<file path="config.mk">
export PLATFORM = sky130hd
export DESIGN_NAME = rotate_instruction_unit
export DESIGN_NICKNAME = d
export VERILOG_FILES = /design/src/include/rotate_pkg.sv /design/src/rtl/rotate_instruction_unit.sv /design/src/rtl/rotate_core.sv
export SDC_FILE = /design/constraint.sdc
export NUM_CORES = 1
export LEC_CHECK = 0
export BUFFER_PORTS_ARGS = -buffer_cell sky130_fd_sc_hd__clkbuf_2
export CAP_MARGIN = 20
export CORE_MARGIN = 2
export CORE_UTILIZATION = 40
export CTS_CLUSTER_SIZE = 25
export DETAILED_ROUTE_END_ITERATION = 6
export PLACE_DENSITY = 0.73
export RECOVER_POWER = 50
export SYNTH_ARGS = -nofsm -noshare
export SYNTH_HDL_FRONTEND = slang
export SYNTH_SLANG_ARGS = --single-unit
</file>
<file path="constraint.sdc">
create_clock -name clock_in -period 0.8 [get_ports clock_in]
set_clock_uncertainty 0.1 [all_clocks]
set_input_delay 0.12 -clock clock_in [delete_from_list [all_inputs] [get_ports clock_in]]
set_output_delay 0.12 -clock clock_in [all_outputs]
set_load 0.02 [all_outputs]
</file>
<file path="src/include/rotate_pkg.sv">
package rotate_pkg;

    // Status register bit positions
    localparam int CARRY_POS       = 0;
    localparam int AUX_CARRY_POS   = 1;
    localparam int ZERO_POS        = 2;
    localparam int OVERFLOW_POS    = 3;
    localparam int POWER_DOWN_POS  = 4;
    localparam int TIMEOUT_POS     = 5;
    localparam int TIMER_ONE_POS   = 6;
    localparam int TIMER_TWO_POS   = 7;

    // Widths and reset values
    localparam int          ADDR_W      = 7;
    localparam logic [7:0]  ACC_RESET   = 8'h00;
    localparam logic [7:0]  DATA_RESET  = 8'h00;

    // Rotate operations
    typedef enum logic [1:0] {
        OP_NONE,
        OP_ROT_LEFT_MEM,
        OP_ROT_LEFT_ACC,
        OP_ROT_RIGHT
    } rot_op_type;

    // Request from the decoder
    typedef struct packed {
        logic              valid;
        rot_op_type        op;
        logic [ADDR_W-1:0] addr;
    } rot_req_type;

    // Memory write-back
    typedef struct packed {
        logic              we;
        logic [ADDR_W-1:0] addr;
        logic [7:0]        data;
    } mem_wr_type;

    // Result of the rotate logic
    typedef struct packed {
        logic [7:0] data;
        logic       carry;
        logic       carry_upd;
        logic       to_mem;
        logic       to_acc;
    } rot_res_type;

endpackage

</file>
<file path="src/rtl/rotate_instruction_unit.sv">
// Chosen here: the register offsets and the address-and-strobe port.
`timescale 1ns/1ps
// Behaviour
// - Left via carry: bits shift up, write back
// - Memory variant: carry gets old bit 7
// - Old carry enters result bit 0
// - Accumulator variant: memory left unmodified
// - Accumulator gets shifted bits, carry bit 7
// - Right rotate: bit 0 to 7, write back
// - Right rotate changes no status flag
module rotate_instruction_unit
    import rotate_pkg::*;
(
    // Clock and reset
    input  wire logic        clock_in,
    input  wire logic        rstn_in,
    // Instruction request
    input  wire rot_req_type req_in,
    // Data memory read path, operand valid with the request
    input  wire logic [7:0]  mem_rdata_in,
    output logic [ADDR_W-1:0] mem_raddr_out,
    // Status register in and out
    input  wire logic [7:0]  status_in,
    output logic [7:0]       status_out,
    output logic             status_we_out,
    // Memory write-back
    output mem_wr_type       mem_wr_out,
    // Accumulator
    output logic [7:0]       acc_out,
    output logic             acc_we_out,
    // Completion
    output logic             done_out
);

    // Decoded operation and the core's answer
    rot_op_type  op_sel;
    rot_res_type res;

    // Write-back registers and next values
    logic              mem_we_r;
    logic              mem_we_nxt;
    logic [ADDR_W-1:0] mem_addr_r;
    logic [ADDR_W-1:0] mem_addr_nxt;
    logic [7:0]        mem_data_r;
    logic [7:0]        mem_data_nxt;

    // Accumulator registers and next values
    logic [7:0]        acc_r;
    logic [7:0]        acc_nxt;
    logic              acc_we_r;
    logic              acc_we_nxt;

    // Status registers and next values
    logic [7:0]        status_r;
    logic [7:0]        status_nxt;
    logic              status_we_r;
    logic              status_we_nxt;

    // Completion register and next value
    logic              done_r;
    logic              done_nxt;

    // Operation to run now, idle while no request stands
    function automatic rot_op_type accepted_op(input rot_req_type req);
        rot_op_type op;
        op = OP_NONE;
        if (req.valid) begin
            op = req.op;
        end
        return op;
    endfunction

    // Whether an operation does any work at all
    function automatic logic is_busy(input rot_op_type op);
        return op != OP_NONE;
    endfunction

    // Status byte with only the carry position replaced
    function automatic logic [7:0] with_carry(input logic [7:0] flags,
                                              input logic       carry);
        logic [7:0] merged;
        merged            = flags;
        merged[CARRY_POS] = carry;
        return merged;
    endfunction

    // Operand address follows the request in the same cycle
    assign mem_raddr_out = req_in.addr;
    assign op_sel        = accepted_op(req_in);

    // Rotate network, purely combinational
    rotate_core u_core (
        .op_in      (op_sel),
        .operand_in (mem_rdata_in),
        .carry_in   (status_in[CARRY_POS]),
        .res_out    (res)
    );

    // Write-back goes to the location the operand came from
    always_comb begin
        mem_we_nxt   = res.to_mem;
        mem_addr_nxt = req_in.addr;
        mem_data_nxt = DATA_RESET;          // Idle write-back data reads zero
        if (res.to_mem) begin
            mem_data_nxt = res.data;
        end
    end

    // Write-back strobe, one cycle after the request
    always_ff @(posedge clock_in or negedge rstn_in) begin
        if (!rstn_in) begin
            mem_we_r <= 1'b0;
        end else begin
            mem_we_r <= mem_we_nxt;
        end
    end

    // Write-back address
    always_ff @(posedge clock_in or negedge rstn_in) begin
        if (!rstn_in) begin
            mem_addr_r <= '0;
        end else begin
            mem_addr_r <= mem_addr_nxt;
        end
    end

    // Write-back data
    always_ff @(posedge clock_in or negedge rstn_in) begin
        if (!rstn_in) begin
            mem_data_r <= DATA_RESET;
        end else begin
            mem_data_r <= mem_data_nxt;
        end
    end

    // Accumulator holds unless the accumulator variant runs
    always_comb begin
        acc_we_nxt = res.to_acc;
        acc_nxt    = acc_r;
        if (res.to_acc) begin
            acc_nxt = res.data;
        end
    end

    // Accumulator value
    always_ff @(posedge clock_in or negedge rstn_in) begin
        if (!rstn_in) begin
            acc_r <= ACC_RESET;
        end else begin
            acc_r <= acc_nxt;
        end
    end

    // Accumulator write strobe
    always_ff @(posedge clock_in or negedge rstn_in) begin
        if (!rstn_in) begin
            acc_we_r <= 1'b0;
        end else begin
            acc_we_r <= acc_we_nxt;
        end
    end

    // Status: carry may change, all other flags pass through
    always_comb begin
        status_we_nxt = res.carry_upd;
        status_nxt    = status_in;
        if (res.carry_upd) begin
            status_nxt = with_carry(status_in, res.carry);
        end
    end

    // Status value
    always_ff @(posedge clock_in or negedge rstn_in) begin
        if (!rstn_in) begin
            status_r <= DATA_RESET;
        end else begin
            status_r <= status_nxt;
        end
    end

    // Status write strobe
    always_ff @(posedge clock_in or negedge rstn_in) begin
        if (!rstn_in) begin
            status_we_r <= 1'b0;
        end else begin
            status_we_r <= status_we_nxt;
        end
    end

    // Completion follows any accepted operation
    always_comb begin
        done_nxt = is_busy(op_sel);
    end

    // Completion strobe
    always_ff @(posedge clock_in or negedge rstn_in) begin
        if (!rstn_in) begin
            done_r <= 1'b0;
        end else begin
            done_r <= done_nxt;
        end
    end

    // Write-back bundle from its flip-flops
    always_comb begin
        mem_wr_out.we   = mem_we_r;
        mem_wr_out.addr = mem_addr_r;
        mem_wr_out.data = mem_data_r;
    end

    // Remaining outputs straight from flip-flops
    assign acc_out       = acc_r;
    assign acc_we_out    = acc_we_r;
    assign status_out    = status_r;
    assign status_we_out = status_we_r;
    assign done_out      = done_r;

endmodule

</file>
<file path="src/rtl/rotate_core.sv">
`timescale 1ns/1ps
// Combinational rotate network
module rotate_core
    import rotate_pkg::*;
(
    // Operation and operands
    input  wire rot_op_type  op_in,
    input  wire logic [7:0]  operand_in,
    input  wire logic        carry_in,
    // Result
    output rot_res_type      res_out
);

    // Select the rotation and its side effects
    always_comb begin
        res_out = '0;
        unique case (op_in)
            OP_ROT_LEFT_MEM: begin
                res_out.data      = {operand_in[6:0], carry_in};
                res_out.carry     = operand_in[7];
                res_out.carry_upd = 1'b1;
                res_out.to_mem    = 1'b1;
            end
            OP_ROT_LEFT_ACC: begin
                res_out.data      = {operand_in[6:0], carry_in};
                res_out.carry     = operand_in[7];
                res_out.carry_upd = 1'b1;
                res_out.to_acc    = 1'b1;
            end
            OP_ROT_RIGHT: begin
                res_out.data      = {operand_in[0], operand_in[7:1]};
                res_out.carry     = carry_in;
                res_out.to_mem    = 1'b1;
            end
            OP_NONE: begin
                res_out.carry     = carry_in;
            end
        endcase
    end

endmodule

</file>
Yosys cells after proc, flatten, opt, wreduce, memory -nomap -nowiden --
Cells that the tools add are included.
Word-level totals: memories kept 0, bits in registers 35, RAM bits 0, logic and storage cells 24, bits in latches 0, input bits 28, memory bits (read-only) 0
Operators by class: reductions and logical operators 5, muxes and demuxes 8, shift-type cells 0, bitwise operators 0, multiply operators 0, add/subtract/negate cells 0, equality and inequality tests 3, order comparisons 0, divide/modulo/power cells 0
Operator list (count):
- 8-bit case mux with 2 select lines | 1
- 8-bit 2-to-1 mux | 1
- 2-bit OR reduction | 3
- 2-bit == test, second input constant | 2
- 1-bit 2-to-1 mux | 4
- 2-bit by 1-bit == test with 1-bit output, second input constant | 1
- 2-bit zero test | 1
- 2-bit 2-to-1 mux | 1
- 1-bit case mux with 2 select lines | 1
- 2-bit nonzero test | 1

Logic depth before layout (Yosys ltp) --
Gate-level depths: netlist (run 1).
word-level depth 5, depth in mapped cells 7, depth with buffers taken out 5

Cells and area by module --
From an unflattened synthesis (run 1), not the netlist that was laid out.
Second synthesis, totals: cells, all modules 91, area total of the unflattened synthesis 1337.5 um^2
By module, submodules not included:
- rotate_instruction_unit | cells an instance 64, area each 1148.6 um^2, seq. area each 875.8 um^2, times used 1
- rotate_core | cells an instance 27, area each 188.9 um^2, seq. area each 0.0 um^2, times used 1

Least setup slack after synthesis (run 1) --
No wires, ideal clock.
path type input to register, from input req_in[7] (netlist bit), to register acc_r[1] (netlist: acc_out[1]), arrival 0.962 ns, buffers on the path 1, stages on the path 5, path slack -0.392 ns, cell sequence nand2_1 ha_1 buf_6 a22oi_2 o22ai_2
Between the ends: longest elaborated chain between the ends 4, elaborated cells between the ends (all ways) 7, those cells by class eq/ne: 3; mux: 3; reduce/logical: 1
RTL lines:
- start, declared | line rotate_instruction_unit.sv:18 | input wire rot_req_type req_in,
- 2-bit 2-to-1 mux * | line rotate_instruction_unit.sv:67 | if (req.valid) begin
- 2-bit by 1-bit == test with 1-bit output or 2-bit == test (tied branches) | line rotate_core.sv:17 | unique case (op_in)
- 2-bit OR reduction (no source line)
- 8-bit case mux with 2 select lines | line rotate_core.sv:17
- end signal, assigned | line rotate_instruction_unit.sv:150 | acc_r <= acc_nxt;
- end, declared | line rotate_instruction_unit.sv:48 | logic [7:0] acc_r;
Mark *: on every way between the ends. The rest lies on a longest branch, timed or not. A chain may end at the register's enable or synchronous reset.

Final worst setup path (run 1) --
from register acc_r[4] (netlist: acc_out[4]), to output acc_out[4]
RTL lines:
- end, declared | line rotate_instruction_unit.sv:29 | output logic [7:0] acc_out,
No word-level cell between the ends.

==> flow_summary.json, run 1 <==
{
  "place_area_um2": 1760,
  "cp.required_ns": 0.58,
  "synth_compound_area_frac": 0.154,
  "synth_seq_cells": 35,
  "min_path_cells": 2,
  "fin_cells": 236,
  "synth_top_family_by_area": "compound AO/OA/AOI/OAI gates",
  "multi_input_area_um2": 378,
  "finalHoldViolations": 9,
  "power_frac_seq": 0.461,
  "clock_latency_ns": 0.33,
  "grt_overflow_total": 0,
  "hp-class": "input pin to register",
  "path_class": "register to output pin",
  "intPower_mw": 3.06,
  "nets": 220,
  "wl_per_cell_um": 15.0,
  "area_growth_pct": 74.2,
  "failed_checks": "negative hold slack, negative setup slack",
  "period_share": 1.40,
  "clk_pin_slew_worst_paths_ns": 0.12,
  "cp-end-kind": "output pin",
  "synth_cells": 91,
  "rows": 21,
  "io_pins": 70,
  "place.gp.congestion": 0.797,
  "cp_max_fo": 2,
  "antenna_found_initial": 0,
  "finalMaxSlewViolations": 0,
  "groute.usage.overall": 0.180,
  "synth.distinct_cells": 13,
  "via_per_inst": 4.47,
  "rr_startpoint": "acc_out[4]",
  "worstMarginPinSlew_ns": 0.312,
  "fmax_mhz": 891,
  "synth-simple-area-share": 0.0525,
  "cp.arrival_ns": 0.90,
  "muxShareOfSynthArea": 0.0110,
  "p_clk_frac": 0.300,
  "clock_sinks": 35,
  "core_um2": 3310,
  "cp_cell_sequence": "buf_6",
  "cpPeakStageDelay_ns": 0.43,
  "fillCellCount": 220,
  "hold_ws_ns": -0.0474,
  "drive_gt1_frac": 0.658,
  "grt_pass1_wl_um": 5260,
  "syn_nets": 122,
  "start_util": 0.410,
  "pre_cts_slack_ns": -0.544,
  "cp_slowest_cell": "dfrtp_1",
  "start_kind": "register",
  "ir_drop_mv": 0.929,
  "switching_share": 0.269,
  "antenna_cells": 0,
  "grt_pass1_vias": 1108,
  "drv_cap": 0,
  "avgSynthCellArea_um2": 14.9,
  "antenna_left": 0,
  "drt_iter0_drc": 25,
  "min_from": "mem_rdata_in[7]",
  "cts_buffer_depth": 2,
  "place.port_buffers": 69,
  "clock-root-buffer": "clkbuf_4",
  "r2r-end": "acc_out[4]",
  "setup_ws_ns": -0.322,
  "die_width_um": 62.3,
  "r2r_slack_ns": -0.07,
  "routed_wl_um": 3550,
  "slew_headroom": 0.792,
  "cp_top_family": "flip-flops",
  "status": "complete, but fails checks",
  "cts_tree": "done",
  "ys_warn_count": 0,
  "dieArea_um2": 3880,
  "dpl.cell_count": 200,
  "p_leak_nw": 1.19,
  "cts_htree_levels": 2,
  "synthAdderAreaFrac": 0.0276,
  "power_density_nw_per_um2": 1770,
  "whs_endpoint": "status_out[0]",
  "worst-path-buf-inv": 1,
  "rsz0062_at_grt": "yes",
  "p_switching_mw": 1.12,
  "drc_errors": 0,
  "p_comb_frac": 0.239,
  "dr.pass1.iters": 2,
  "netlist_area_um2": 1360,
  "setup_viol": 53,
  "ys_seq_area_frac": 0.645,
  "p_total_mw": 4.18,
  "seq_area_um2": 876,
  "die_y_um": 62.3,
  "synthXorXnorAreaFrac": 0,
  "post-route-min-period_ns": 1.12,
  "vias": 1056,
  "postCtsHoldBufs": 16,
  "design_area_um2": 2370,
  "cts_buffers": 5,
  "dp_hpwl_um": 2200,
  "grt_max_degree": 36,
  "ff2ff_path_depth": 3
}
[layout by cell type, fill, tap and decap left out, drive strengths merged]
cell type / Yosys / layout
mux2: 1 / 1
nand2b: 1 / 1
dlygate4sd3: 0 / 16
inv: 12 / 12
clkinv: 0 / 2
o22ai: 8 / 8
clkbuf: 0 / 41
a22oi: 8 / 8
nor2: 8 / 8
buf: 12 / 51
nand2: 2 / 2
dfrtp: 35 / 35
bufinv: 0 / 1
nand3b: 1 / 1
ha: 3 / 3
[area by class of cell]
| cell class | instances | share of cell area |
|---|---|---|
| tap | 46 | 0.0243 |
| multi-input combinational | 32 | 0.160 |
| inverter | 12 | 0.0190 |
| sequential | 35 | 0.370 |
| clock buffer | 5 | 0.0159 |
| timing repair buffer | 103 | 0.393 |
| clock inverter | 3 | 0.0185 |
[routing by layer]
layer,share of wire,vias up,wire length (µm),global-route usage
met5,0,-,0,0
met4,0.021,0,76,0.0972
met3,0.078,8,275,0.0634
met2,0.54,62,1900,0.318
met1,0.36,504,1290,0.188
li1,-,482,-,-
[stage by stage]
| step | TNS, ns | utilization |
|---|---|---|
| 4_1_cts | -10.93 | 0.648 |
| 5_1_grt | -14.97 | 0.715 |
| 3_5_place_dp | -8.54 | 0.532 |
| 6_report | -13.19 | 0.715 |
| 2_1_floorplan | -3.37 | - |
| 3_3_place_gp | -7.79 | 0.532 |
[repair_timing]
action / 4_1_cts / 5_1_grt
setup endpoints to repair: 52 / 49
buffers inserted: 8 / 4
pin swaps: 8 / 4
resized for setup: 19 / 104
endpoints found under the hold margin: 63 / 6
[state kept, by name, indices dropped and copies added, names as in the netlist]
signal	flops
acc_out	8
mem_data_r	8
status_out	8
mem_addr_r	7
acc_we_out	1
done_out	1
mem_we_r	1
status_we_out	1
[kinds of logic after synthesis]
kind of cell | after synthesis
DFF | 35
adders and majority gates | 3
muxes | 1
and+or+nand+nor | 12
buffers and inverters | 24
AOI/OAI and AO/OA | 16
[cell usage after synthesis (all sizes together)]
cell | count | area [µm²]
nand2b | 1 | 13.8
ha | 3 | 37.5
o22ai | 8 | 100
nor2 | 8 | 30.0
inv | 12 | 45.0
buf | 12 | 105
dfrtp | 35 | 876
nand3b | 1 | 20.0
mux2 | 1 | 15.0
a22oi | 8 | 109
nand2 | 2 | 7.51
[worst max path at each step]
stage	startpoint	to	cells after the start
after floorplan	req_in[7]	status_out[0]	4
after global placement	req_in[9]	status_out[0]	4
after detailed placement	req_in[9]	status_out[0]	4
after CTS	acc_out[2]	acc_out[2]	1
after global routing	acc_out[4]	acc_out[4]	1
final	acc_out[4]	acc_out[4]	1
[power groups by stage]
stage               Combinational, mW  Sequential [mW]  Clock (mW)
finish                           1.00             1.93        1.26
global placement                0.684             1.94           0
global route                     1.06             1.94        1.37
floorplan                       0.294             2.06           0
detailed placement              0.699             1.94           0
CTS                             0.867             1.91        1.30
(Power assumes the default switching activity.)
==> inputs of run 2 (changes only) <==
--- a/config.mk
+++ b/config.mk
@@ -11,7 +11,7 @@
 export CORE_UTILIZATION = 40
 export CTS_CLUSTER_SIZE = 25
 export DETAILED_ROUTE_END_ITERATION = 6
-export PLACE_DENSITY = 0.73
+export PLACE_DENSITY = 0.75
 export RECOVER_POWER = 50
 export SYNTH_ARGS = -nofsm -noshare
 export SYNTH_HDL_FRONTEND = slang
==> run 2 against run 1 <==
Compared with the run above:
- the flow still finishes with violations (negative hold slack, negative setup slack)
- sequential power is essentially flat
- maximum frequency fell by 2.0%
- worst hold slack worse by 0.0023 ns
- setup slack got worse by 0.023 ns
- largest power group unchanged
- total power decreased by 5.1%
- critical path type unchanged
- clock power shrank 14%
==> flow_summary.json, run 2 (same netlist as run 1, synthesis figures left out) <==
{
  "cp_top_family": "flip-flops",
  "hold_ws_ns": -0.0497,
  "worst-path-buf-inv": 1,
  "cp-end-kind": "output pin",
  "failed_checks": "negative hold slack, negative setup slack",
  "clock_latency_ns": 0.34,
  "r2r-end": "acc_out[1]",
  "clock-root-buffer": "clkbuf_4",
  "post-route-min-period_ns": 1.14,
  "slew_headroom": 0.796,
  "postCtsHoldBufs": 16,
  "cts_tree": "done",
  "cts_buffers": 5,
  "power_density_nw_per_um2": 1710,
  "worstSetupPathDepth": 1,
  "finalHoldViolations": 11,
  "path_class": "register to output pin",
  "clock_sinks": 35,
  "cp_max_fo": 2,
  "whs_endpoint": "status_out[0]",
  "rows": 21,
  "grt_pass1_vias": 1098,
  "start_util": 0.410,
  "area_growth_pct": 70.8,
  "mostFrequentLayoutCells": "buf_6 (40), dfrtp_1 (35), clkbuf_2 (30), dlygate4sd3_1 (16), o22ai_2 (8)",
  "cpPeakStageDelay_ns": 0.42,
  "setup_ws_ns": -0.345,
  "core_um2": 3310,
  "clk_pin_slew_worst_paths_ns": 0.10,
  "drv_cap": 0,
  "min_from": "mem_rdata_in[7]",
  "die_y_um": 62.3,
  "cts_htree_levels": 2,
  "place.port_buffers": 69,
  "antenna_cells": 0,
  "ir_drop_mv": 0.786,
  "status": "complete, but fails checks",
  "setup_viol": 53,
  "rr_startpoint": "acc_out[1]",
  "dr.pass1.iters": 4,
  "min_path_cells": 2,
  "cp_cell_sequence": "buf_2",
  "die_width_um": 62.3,
  "r2r_slack_ns": -0.06,
  "place.gp.congestion": 0.746,
  "antenna_left": 0,
  "fmax_mhz": 873,
  "pre_cts_slack_ns": -0.545,
  "io_pins": 70,
  "via_per_inst": 4.49,
  "dieArea_um2": 3880,
  "post-route-util": 0.701,
  "drc_errors": 0,
  "wl_per_cell_um": 15.6,
  "layout_commonest_cell": "buf_6",
  "finalMaxSlewViolations": 0,
  "grt_max_degree": 36,
  "p_leak_nw": 1.16,
  "drive_gt1_frac": 0.636,
  "grt_pass1_wl_um": 5440,
  "period_share": 1.43,
  "rsz0062_at_grt": "yes",
  "cp.arrival_ns": 0.92,
  "cp.required_ns": 0.58,
  "hp-class": "input pin to register",
  "dp_hpwl_um": 2090,
  "cts_buffer_depth": 2,
  "grt_overflow_total": 0,
  "vias": 1046,
  "start_kind": "register",
  "p_total_mw": 3.97,
  "nets": 217,
  "groute.usage.overall": 0.189,
  "drt_iter0_drc": 33,
  "routed_wl_um": 3640,
  "ff2ff_path_depth": 3,
  "antenna_found_initial": 0,
  "cp_slowest_cell": "dfrtp_1",
  "worstMarginPinSlew_ns": 0.307
}
run 2: changes by cell type in the layout (fill, tap and decap cells not counted), sizes merged:
cell,previous run,this run
clkinv,2,0
clkbuf,41,44
bufinv,1,0
buf,51,48
run 2: worst max-delay path by stage:
stage | endpoint | slack [ns] | start
floorplan | status_out[0] | -0.27 | req_in[7]
global placement | status_out[0] | -0.51 | req_in[9]
detailed placement | status_out[0] | -0.54 | req_in[9]
CTS | acc_out[1] | -0.33 | acc_out[1]
global route | acc_out[6] | -0.39 | acc_out[6]
finish | acc_out[6] | -0.34 | acc_out[6]
run 2: cell type report:
type,count,area (µm²)
Clock buffer,8,68.8
Fill cell,245,990
Inverter,12,45.0
Multi-Input combinational cell,32,380
Sequential cell,35,876
Tap cell,46,57.6
Timing Repair Buffer,100,893
run 2: worst reg2reg max path, delay by kind of cell, from the launching register on:
kind / cells / cell delay, ns
AOI/OAI and AO/OA: 1 / 0.06
buffers and inverters: 2 / 0.16
DFF: 1 / 0.42
run 2: layer usage:
metal,vias up,share of wire,GRT usage,routed length [µm]
met5,-,0,0,0
met4,0,0.019,0.0917,68
met3,8,0.085,0.0797,309
met2,59,0.50,0.302,1830
met1,501,0.39,0.220,1430
li1,478,-,-,-
run 2: what timing repair did:
item                                   4_1_cts  5_1_grt
resized for setup                           15      107
pin swaps                                   12        5
endpoints found under the hold margin       64        9
setup buffers                                5        5
setup endpoints to repair                   52       48
run 2: power breakdown:
part	switching, mW	total [mW]	internal, mW	leakage (nW)
logic	0.456	0.963	0.507	0.676
clock network	0.565	1.08	0.517	0.0386
registers	0.0597	1.93	1.87	0.445
total	1.08	3.97	2.89	1.16
run 2: through the flow:
stage | cell area [µm²] | TNS (ns) | cells
after global placement | 1750 | -7.75 | 199
after global routing | 2320 | -14.93 | 233
after floorplan | 1410 | -3.37 | 91
final | 2320 | -13.12 | 233
after detailed placement | 1750 | -8.39 | 199
after CTS | 2090 | -10.80 | 228
